==> config.mk <==
export PLATFORM = sky130hd
export DESIGN_NAME = frf_fault_record_formatter
export DESIGN_NICKNAME = d
export VERILOG_FILES = /design/src/include/frf_pkg.sv /design/src/frf_fault_record_formatter.sv
export SDC_FILE = /design/constraint.sdc
export NUM_CORES = 1
export LEC_CHECK = 0
export BUFFER_PORTS_ARGS = -buffer_cell sky130_fd_sc_hd__buf_4
export CORE_UTILIZATION = 49
export DETAILED_ROUTE_END_ITERATION = 8
export PLACE_DENSITY = 0.79
export SLEW_MARGIN = 20
export SYNTH_ARGS = -nofsm -noshare
export SYNTH_HDL_FRONTEND = slang
export SYNTH_SLANG_ARGS = --single-unit
==> constraint.sdc <==
create_clock -name CLK_SYS_IN -period 2.04 [get_ports CLK_SYS_IN]
set_input_delay 0.408 -clock CLK_SYS_IN [delete_from_list [all_inputs] [get_ports CLK_SYS_IN]]
set_output_delay 0.408 -clock CLK_SYS_IN [all_outputs]
set_load 0.005 [all_outputs]
==> src/include/frf_pkg.sv <==
package frf_pkg;
  // register byte addresses on the AXI4-Lite bus
  localparam logic [7:0]  OFS_CTRL      = 8'h00;
  localparam logic [7:0]  OFS_STATUS    = 8'h04;
  localparam logic [7:0]  OFS_MASK      = 8'h08;
  localparam logic [7:0]  OFS_COUNT     = 8'h0c;
  localparam logic [7:0]  OFS_REC0      = 8'h10;
  localparam logic [7:0]  OFS_REC1      = 8'h14;
  localparam logic [7:0]  OFS_REC2      = 8'h18;
  localparam logic [7:0]  OFS_REC3      = 8'h1c;
  // control bits
  localparam int          CTRL_ENABLE_BIT = 0;
  localparam int          CTRL_TLB_BIT    = 1;  // device_tlb_support
  localparam int          CTRL_PASID_BIT  = 2;  // process space id support
  localparam logic [31:0] CTRL_RESET      = 32'h0000_0007;
  localparam logic [31:0] CTRL_WMASK      = 32'h0000_0007;
  // status and mask bits
  localparam int          ST_RECORD_BIT   = 0;  // record produced
  localparam int          ST_DROP_BIT     = 1;  // fault seen while disabled
  localparam logic [31:0] STATUS_RESET    = 32'h0000_0000;
  localparam logic [31:0] MASK_RESET      = 32'h0000_0000;
  localparam logic [31:0] EVENT_WMASK     = 32'h0000_0003;
  // fault kinds
  localparam logic        KIND_XLATE      = 1'b0;
  localparam logic        KIND_INTR       = 1'b1;
  // record field positions
  localparam int          RSV_TOP_BIT     = 127;
  localparam int          ACCESS_BIT      = 126;
  localparam int          ADDR_KIND_LO    = 124;
  localparam int          ADDR_KIND_W     = 2;
  localparam int          SPACE_VAL_LO    = 104;
  localparam int          SPACE_VAL_W     = 20;
  localparam int          CAUSE_LO        = 96;
  localparam int          CAUSE_W         = 8;
  localparam int          SPACE_FLAG_BIT  = 95;
  localparam int          FETCH_BIT       = 94;
  localparam int          SUPER_BIT       = 93;
  localparam int          RSV_MID_LO      = 80;
  localparam int          RSV_MID_W       = 13;
  localparam int          REQ_LO          = 64;
  localparam int          REQ_W           = 16;
  localparam int          DETAIL_LO       = 12;
  localparam int          DETAIL_W        = 52;
  localparam int          INDEX_LO        = 48;
  localparam int          INDEX_W         = 16;
  localparam int          RSV_LOW_W       = 12;
  // axi responses
  localparam logic [1:0]  RESP_OKAY       = 2'h0;
  localparam logic [1:0]  RESP_SLVERR     = 2'h2;
endpackage : frf_pkg

==> src/frf_fault_record_formatter.sv <==
// Notes on behaviour
// - access bit 126: write 0, read/atomic 1
// - access bit only for translation faults
// - copy address kind into bits 125:124
// - no device tlb support: bits 125:124 zero
// - process space value into bits 123:104
// - no space id support: those fields zero
// - fault cause into bits 103:96
// - bit 95 set when space id present
// - bit 94 fetch asked, needs flag and read
// - bit 93 supervisor asked, needs flag
// - requester ident into bits 79:64
// - translation fault: page address into 63:12
// - interrupt fault: index 63:48, rest cleared
//
// Decided for this implementation: the placing of the registers and the AXI4-Lite slave port.
module frf_fault_record_formatter (
  input  wire logic          CLK_SYS_IN,
  input  wire logic          RST_N_IN,
  // fault detector side, same clock domain
  input  wire logic          FAULT_VALID_IN,
  input  wire logic          FAULT_KIND_IN,
  input  wire logic          FAULT_WRITE_IN,
  input  wire logic [1:0]    FAULT_ADDR_KIND_IN,
  input  wire logic          FAULT_SPACE_ID_FLAG_IN,
  input  wire logic [19:0]   FAULT_PROCESS_SPACE_VALUE_IN,
  input  wire logic          FAULT_FETCH_PERM_ASKED_IN,
  input  wire logic          FAULT_SUPERVISOR_ASKED_IN,
  input  wire logic [7:0]    FAULT_CAUSE_IN,
  input  wire logic [15:0]   FAULT_REQUESTER_IDENT_IN,
  input  wire logic [51:0]   FAULT_PAGE_ADDR_IN,
  input  wire logic [15:0]   FAULT_INTR_INDEX_IN,
  // record toward the log writer
  output logic      [127:0]  RECORD_OUT,
  output logic               RECORD_VALID_OUT,
  output logic               IRQ_OUT,
  // axi4-lite slave
  input  wire logic [7:0]    S_AXI_AWADDR,
  input  wire logic          S_AXI_AWVALID,
  output logic               S_AXI_AWREADY,
  input  wire logic [31:0]   S_AXI_WDATA,
  input  wire logic [3:0]    S_AXI_WSTRB,
  input  wire logic          S_AXI_WVALID,
  output logic               S_AXI_WREADY,
  output logic      [1:0]    S_AXI_BRESP,
  output logic               S_AXI_BVALID,
  input  wire logic          S_AXI_BREADY,
  input  wire logic [7:0]    S_AXI_ARADDR,
  input  wire logic          S_AXI_ARVALID,
  output logic               S_AXI_ARREADY,
  output logic      [31:0]   S_AXI_RDATA,
  output logic      [1:0]    S_AXI_RRESP,
  output logic               S_AXI_RVALID,
  input  wire logic          S_AXI_RREADY
);

  logic [127:0] record_reg, record_next;
  logic         rec_valid_reg, rec_valid_next;
  logic [31:0]  ctrl_reg, ctrl_next;
  logic [31:0]  status_reg, status_next;
  logic [31:0]  mask_reg, mask_next;
  logic [31:0]  count_reg, count_next;
  logic [7:0]   awaddr_reg, awaddr_next;
  logic         aw_got_reg, aw_got_next;
  logic [31:0]  wdata_reg, wdata_next;
  logic [3:0]   wstrb_reg, wstrb_next;
  logic         w_got_reg, w_got_next;
  logic         bvalid_reg, bvalid_next;
  logic [1:0]   bresp_reg, bresp_next;
  logic         rvalid_reg, rvalid_next;
  logic [1:0]   rresp_reg, rresp_next;
  logic [31:0]  rdata_reg, rdata_next;
  logic         xl, space_on, tlb_on, flag_ok, take;
  logic [31:0]  ev_set, ev_clr, lane_mask;

  // build the record; fields that only mean something for translation faults are zeroed otherwise
  always_comb begin
    xl       = (FAULT_KIND_IN == frf_pkg::KIND_XLATE);
    space_on = ctrl_reg[frf_pkg::CTRL_PASID_BIT];
    tlb_on   = ctrl_reg[frf_pkg::CTRL_TLB_BIT];
    take     = FAULT_VALID_IN & ctrl_reg[frf_pkg::CTRL_ENABLE_BIT];
    // one gate for every space id field, so support off cannot leak an input value into the log
    flag_ok  = xl & space_on & FAULT_SPACE_ID_FLAG_IN;
    record_next = record_reg;
    rec_valid_next = take;
    if (take) begin
      record_next = '0;
      record_next[frf_pkg::ACCESS_BIT] = xl & ~FAULT_WRITE_IN;
      if (xl && tlb_on) begin
        record_next[frf_pkg::ADDR_KIND_LO +: frf_pkg::ADDR_KIND_W] = FAULT_ADDR_KIND_IN;
      end
      if (flag_ok) begin
        record_next[frf_pkg::SPACE_VAL_LO +: frf_pkg::SPACE_VAL_W] = FAULT_PROCESS_SPACE_VALUE_IN;
      end
      record_next[frf_pkg::CAUSE_LO +: frf_pkg::CAUSE_W] = FAULT_CAUSE_IN;
      record_next[frf_pkg::SPACE_FLAG_BIT] = flag_ok;
      record_next[frf_pkg::FETCH_BIT] = flag_ok & ~FAULT_WRITE_IN & FAULT_FETCH_PERM_ASKED_IN;
      record_next[frf_pkg::SUPER_BIT] = flag_ok & FAULT_SUPERVISOR_ASKED_IN;
      record_next[frf_pkg::REQ_LO +: frf_pkg::REQ_W] = FAULT_REQUESTER_IDENT_IN;
      if (xl) begin
        record_next[frf_pkg::DETAIL_LO +: frf_pkg::DETAIL_W] = FAULT_PAGE_ADDR_IN;
      end else begin
        record_next[frf_pkg::INDEX_LO +: frf_pkg::INDEX_W] = FAULT_INTR_INDEX_IN;
      end
    end
  end

  // record path registers; the record holds until the next fault taken with enable on, so software can read it back
  always_ff @(posedge CLK_SYS_IN or negedge RST_N_IN) begin
    if (!RST_N_IN) begin
      record_reg    <= '0;
      rec_valid_reg <= 1'b0;
    end else begin
      record_reg    <= record_next;
      rec_valid_reg <= rec_valid_next;
    end
  end

  // bus slave and register file; one write and one read in flight, address and data in any order
  always_comb begin
    awaddr_next = awaddr_reg;
    aw_got_next = aw_got_reg;
    wdata_next  = wdata_reg;
    wstrb_next  = wstrb_reg;
    w_got_next  = w_got_reg;
    bvalid_next = bvalid_reg;
    bresp_next  = bresp_reg;
    rvalid_next = rvalid_reg;
    rresp_next  = rresp_reg;
    rdata_next  = rdata_reg;
    ctrl_next   = ctrl_reg;
    mask_next   = mask_reg;
    ev_clr      = '0;
    lane_mask   = {{8{wstrb_reg[3]}}, {8{wstrb_reg[2]}}, {8{wstrb_reg[1]}}, {8{wstrb_reg[0]}}};
    // address and data are latched apart, so the master may offer either one first
    if (S_AXI_AWVALID && S_AXI_AWREADY) begin
      awaddr_next = S_AXI_AWADDR;
      aw_got_next = 1'b1;
    end
    if (S_AXI_WVALID && S_AXI_WREADY) begin
      wdata_next = S_AXI_WDATA;
      wstrb_next = S_AXI_WSTRB;
      w_got_next = 1'b1;
    end
    if (aw_got_reg && w_got_reg && !bvalid_reg) begin
      aw_got_next = 1'b0;
      w_got_next  = 1'b0;
      bvalid_next = 1'b1;
      bresp_next  = frf_pkg::RESP_OKAY;
      case (awaddr_reg)
        frf_pkg::OFS_CTRL: begin
          ctrl_next = (ctrl_reg & ~(lane_mask & frf_pkg::CTRL_WMASK)) | (wdata_reg & lane_mask & frf_pkg::CTRL_WMASK);
        end
        frf_pkg::OFS_STATUS: begin
          ev_clr = wdata_reg & lane_mask & frf_pkg::EVENT_WMASK; // write one to clear
        end
        frf_pkg::OFS_MASK: begin
          mask_next = (mask_reg & ~(lane_mask & frf_pkg::EVENT_WMASK)) |
                      (wdata_reg & lane_mask & frf_pkg::EVENT_WMASK);
        end
        frf_pkg::OFS_COUNT, frf_pkg::OFS_REC0, frf_pkg::OFS_REC1, frf_pkg::OFS_REC2, frf_pkg::OFS_REC3: begin
          bresp_next = frf_pkg::RESP_OKAY; // read-only, write ignored
        end
        default: begin
          bresp_next = frf_pkg::RESP_SLVERR;
        end
      endcase
    end
    if (bvalid_reg && S_AXI_BREADY) begin
      bvalid_next = 1'b0;
    end
    // read data is registered so it stands unchanged while rvalid waits for rready
    if (S_AXI_ARVALID && S_AXI_ARREADY) begin
      rvalid_next = 1'b1;
      rresp_next  = frf_pkg::RESP_OKAY;
      case (S_AXI_ARADDR)
        frf_pkg::OFS_CTRL:   rdata_next = ctrl_reg;
        frf_pkg::OFS_STATUS: rdata_next = status_reg;
        frf_pkg::OFS_MASK:   rdata_next = mask_reg;
        frf_pkg::OFS_COUNT:  rdata_next = count_reg;
        frf_pkg::OFS_REC0:   rdata_next = record_reg[31:0];
        frf_pkg::OFS_REC1:   rdata_next = record_reg[63:32];
        frf_pkg::OFS_REC2:   rdata_next = record_reg[95:64];
        frf_pkg::OFS_REC3:   rdata_next = record_reg[127:96];
        default: begin
          rdata_next = '0;
          rresp_next = frf_pkg::RESP_SLVERR;
        end
      endcase
    end else if (rvalid_reg && S_AXI_RREADY) begin
      rvalid_next = 1'b0;
    end
    // sticky events: a set in the same cycle as its clear wins, so no event is lost
    ev_set = '0;
    ev_set[frf_pkg::ST_RECORD_BIT] = take;
    ev_set[frf_pkg::ST_DROP_BIT]   = FAULT_VALID_IN & ~ctrl_reg[frf_pkg::CTRL_ENABLE_BIT];
    status_next = (status_reg & ~ev_clr) | ev_set;
    count_next  = take ? count_reg + 32'h0000_0001 : count_reg;
  end

  // bus and register file flops
  always_ff @(posedge CLK_SYS_IN or negedge RST_N_IN) begin
    if (!RST_N_IN) begin
      awaddr_reg <= '0;
      aw_got_reg <= 1'b0;
      wdata_reg  <= '0;
      wstrb_reg  <= '0;
      w_got_reg  <= 1'b0;
      bvalid_reg <= 1'b0;
      bresp_reg  <= frf_pkg::RESP_OKAY;
      rvalid_reg <= 1'b0;
      rresp_reg  <= frf_pkg::RESP_OKAY;
      rdata_reg  <= '0;
      ctrl_reg   <= frf_pkg::CTRL_RESET;
      status_reg <= frf_pkg::STATUS_RESET;
      mask_reg   <= frf_pkg::MASK_RESET;
      count_reg  <= '0;
    end else begin
      awaddr_reg <= awaddr_next;
      aw_got_reg <= aw_got_next;
      wdata_reg  <= wdata_next;
      wstrb_reg  <= wstrb_next;
      w_got_reg  <= w_got_next;
      bvalid_reg <= bvalid_next;
      bresp_reg  <= bresp_next;
      rvalid_reg <= rvalid_next;
      rresp_reg  <= rresp_next;
      rdata_reg  <= rdata_next;
      ctrl_reg   <= ctrl_next;
      status_reg <= status_next;
      mask_reg   <= mask_next;
      count_reg  <= count_next;
    end
  end

  // outputs; readies stay low while a response waits so nothing new is taken
  assign RECORD_OUT       = record_reg;
  assign RECORD_VALID_OUT = rec_valid_reg;
  assign IRQ_OUT          = |(status_reg & mask_reg);
  assign S_AXI_AWREADY    = ~aw_got_reg & ~bvalid_reg;
  assign S_AXI_WREADY     = ~w_got_reg & ~bvalid_reg;
  assign S_AXI_BVALID     = bvalid_reg;
  assign S_AXI_BRESP      = bresp_reg;
  assign S_AXI_ARREADY    = ~rvalid_reg;
  assign S_AXI_RVALID     = rvalid_reg;
  assign S_AXI_RDATA      = rdata_reg;
  assign S_AXI_RRESP      = rresp_reg;
endmodule // frf_fault_record_formatter

# ---- Word level (Yosys, flattened, before mapping)
# Index checks and enable logic that the tools add are counted.
dict set report totals {
  register_bits 283
  in_bits 179
  out_inout_bits 171
}
dict set report op_classes {
  addsub 1
  n_eq_ne 14
  mux 17
  bitwise_logic 28
  reduce_logical 20
}
# cell count
set ops {}
lappend ops {{32-bit case mux with 8 select lines} 1}
lappend ops {{32-bit bitwise AND} 4}
lappend ops {{8-bit by 5-bit equality test with 1-bit output (second input constant)} 8}
lappend ops {{32-bit by 2-bit bitwise OR with 32-bit output} 2}
lappend ops {{36-bit 2-to-1 mux} 1}
lappend ops {{32-bit by 1-bit adder with 32-bit output (second input constant)} 1}
lappend ops {{8-bit by 4-bit equality test with 1-bit output (second input constant)} 4}
lappend ops {{2-bit NOT with 32-bit output} 1}
lappend ops {{3-bit NOT with 32-bit output} 1}
lappend ops {{32-bit NOT} 1}
lappend ops {{32-bit by 3-bit bitwise OR with 32-bit output} 1}
lappend ops {{32-bit OR reduction} 1}
lappend ops {{20-bit 2-to-1 mux} 1}
lappend ops {{8-bit by 3-bit equality test with 1-bit output (second input constant)} 2}
lappend ops {{8-bit logical NOT} 2}
lappend ops {{16-bit 2-to-1 mux} 1}
lappend ops {{8-bit OR reduction} 2}
lappend ops {{1-bit bitwise AND} 10}
lappend ops {{2-bit 2-to-1 mux} 5}
lappend ops {{1-bit logical AND} 8}
lappend ops {{1-bit 2-to-1 mux} 8}
lappend ops {{2-bit nonzero test} 4}
lappend ops {{1-bit NOT} 7}
lappend ops {{2-bit AND reduction} 2}
lappend ops {{other kinds (2)} 2}

# ---- Longest topological paths before layout
dict set report depth {
  depth_word 6
  ltp_mapped 6
  ltp_nobuf 5
}

# ---- Worst setup path after synthesis
# No wires, ideal clock.
dict set report synth_timing {
  path_kind {input-to-reg}
  start {input S_AXI_ARADDR[3]}
  end {register rdata_reg[29], in the netlist S_AXI_RDATA[29]}
  arrival_ns 1.553
  required_ns 1.919
  setup_slack_ns 0.366
  stages 5
  path_cell_list {buf_2 -> clkbuf_1 -> mux4_2 -> a22o_1 -> a22o_1}
}
dict set report synth_between {
  elab_chain_len 2
  elab_cells_between_ends 9
}
# element line_no
set synth_lines {}
lappend synth_lines {{start: declaration} frf_fault_record_formatter.sv:48} ;# input wire logic [7:0] S_AXI_ARADDR,
lappend synth_lines {{8-bit by 5-bit equality test with 1-bit output (tied with other cells)} frf_fault_record_formatter.sv:176} ;# case (S_AXI_ARADDR)
lappend synth_lines {{32-bit case mux with 8 select lines (*)} frf_fault_record_formatter.sv:176}
lappend synth_lines {{end signal: assignment} frf_fault_record_formatter.sv:228} ;# rdata_reg <= rdata_next;
lappend synth_lines {{end: declaration} frf_fault_record_formatter.sv:72} ;# logic [31:0] rdata_reg, rdata_next;
# Mark *: on every way between the ends. The rest lies on a longest branch, timed or not.
# A chain may end at the register's enable or synchronous reset.

==> reports/results.txt <==
Status = finished, final reports clean
Die Span Y = 137.0 µm
Max reg flops = 102
GR Util met2 = 0.4391
Core area = 17,900 µm²
Initial Utilization = 0.4991
Synth Flop Type = dfrtp_1
Post-synth EDFFs = 0
Met3 GRT Util = 0.06963
First-pass GRT wire length = 38,620 µm
Post-synthesis async set-or-reset flop share = 1.000
HP Class = in2reg
Syn Std Cell Area = 8935 µm²
Synth unique cells = 51
Via-to-Cell Ratio = 5.487
Ys Warns = 0
Final-report max-slew violation count = 0
Critical path data arrival time = 2110 ps
# setup viols final = 0
Min Tclk post-route = 1785 ps
Clock transition at path regs = 70 ps
Final worst slack = 255.0 ps
DRT iter0 DRCs = 590
Share of cells above drive strength 1 = 0.4002
Area growth from synthesis to layout = 33.85%
Antenna fix cells = 0
Rows = 49
Final ANT Viol Nets = 0
Setup crit end kind = flop
CTS Sinks = 192
Worst-path fanout max = 7
Unrepaired setup endpoints after global routing = false
TritonCTS clock tree = yes
DIE AREA = 18,780 µm²
Yosys top cell area share = 0.5293
Worst Tran Pin Value = 922.2 ps
Cell depth of the worst flop-to-flop path = 4
Fillers = 1,423
Pin count of the biggest net entering global routing = 77
Seq/Total Area, Yosys = 0.5382
Hold Fails Final Rpt = 0
Dpl hpwl = 19,140 µm
Startpoint Class = flop
Tcrit/Tclk final = 0.8750
Clock Tree Root = clkbuf_16
Clock buffer depth = 2
VDD IR-drop max = 698.1 µV
Leading area contributor after synthesis = dfrtp_1
Hold depth = 2
Hold Path Origin = S_AXI_BREADY
First-pass iteration count of the detailed router = 5
GR peak layer = met2
Vias in the first global route = 6,872
Initial antenna violation count = 0
Mapped Cells = 763
Routability Congestion = 0.8651
Overflow after GRT = 0
#FFs+latches synth = 192
Cts bufs inserted = 17
Port-buffer cells = 289
WP data required = 2360 ps
Lkg Pwr = 6.022 nW
Via count = 7,111
# DRC = 0
Ports = 350
Top post-synthesis cells by area = dfrtp_1, mux2_2, a22o_1
PwrDens = 918.3 nW/µm²
Routed wire length = 25,350 µm
Avg Cell Area, Syn = 11.71 µm²
Clk_lat worst skew = 440 ps
H-tree levels = 4
Final core occ = 0.6680
Commonest non-fill, non-tap cells in the layout = buf_4, dfrtp_1, nand2_1
Post-CTS Setup Bufs = 0
Clk_skew = 9.637 ps
Fin nets = 1,234
Max-Cap Viols = 0
Hold Slack = 129.4 ps
Total power draw = 10.98 mW
Routed len/inst = 19.56 µm
Fmax = 560.2 MHz
Most common cell after layout, fill and taps aside = buf_4
Slew HR = 0.3839
Gr usage total = 0.2783
Critical path type = reg2reg
Met1 Usage GRT = 0.3686
Die width = 137.0 µm
Pre-CTS setup slack = -57.36 ps
## cells in the mapped netlist, types with 6 or more instances
cell type  instances
nand4_1           15
dfrtp_1          189
mux4_2             8
nor2_1            18
xnor2_1           27
mux2_2            51
nand2_1           70
clkbuf_1          26
mux2i_1           39
o21ai_0           63
a32oi_1            6
nand3_1           10
buf_4             28
a221o_1           11
o22ai_1            8
and3_1            16
a22o_1            57
buf_2             19
nand2b_1          37
## power by group
group	total (mW)	internal, mW	switching [mW]
sequential	5.07	4.48	0.594
clock	3.29	1.77	1.52
combinational	2.62	1.50	1.13
## path summary, 6_finish.rpt
path | slack, ps | end
max | 260 | count_reg[16]
min | 130 | S_AXI_BVALID
max reg2reg | 260 | count_reg[16]
min reg2reg | 480 | count_reg[31]
max in group asynchronous | 850 | asynchronous set/reset pin
min in group asynchronous | 510 | RECORD_OUT[118]
## metal layers
layer | share of wire | up-vias
met1 | 0.42 | 3522
met4 | 0.027 | 0
met5 | 0 | -
met2 | 0.49 | 254
li1 | - | 3290
met3 | 0.067 | 45
## logic make-up (layout without fill, tap and decap cells)
logic type / count (synthesis) / in the layout / share of synthesized area
and+or+nand+nor: 197 / 197 / 0.1217
other: 1 / 28 / 0.0004197
buffers and inverters: 82 / 359 / 0.05055
AOI/OAI and AO/OA: 158 / 158 / 0.1255
adders and majority gates: 1 / 1 / 0.001400
DFF: 192 / 192 / 0.5382
muxes: 101 / 101 / 0.1319
xor gates and xnor gates: 31 / 31 / 0.03039
## repair_timing
item	4_1_cts	5_1_grt
hold buffers	1	0
gates resized for setup	0	0
endpoints found under the hold margin	54	0
## critical path: stages, from the launching register on
cell and delay, ps:
dfstp_2 600, nand3_1 270, nor3_2 450, nand4_1 190
xnor2_1 150
## cell type report
class	instances	area, µm²	area share
sequential	192	4808	0.4021
multi-input combinational	516	3789	0.3168
inverter	6	22.52	0.001883
clock buffer	19	452.9	0.03787
tap	229	286.5	0.02396
timing repair buffer	321	2469	0.2064
clock inverter	13	131.4	0.01099
## through the flow
stage | cells | area [µm²] | setup TNS, ps
finish | 1296 | 11960 | 0
global route | 1296 | 11960 | 0
CTS | 1296 | 11960 | 0
detailed placement | 1263 | 11360 | -69.95
global placement | 1263 | 11360 | 0
floorplan | 790 | 9036 | 0
Note: power is estimated with default switching activity, not from simulation.
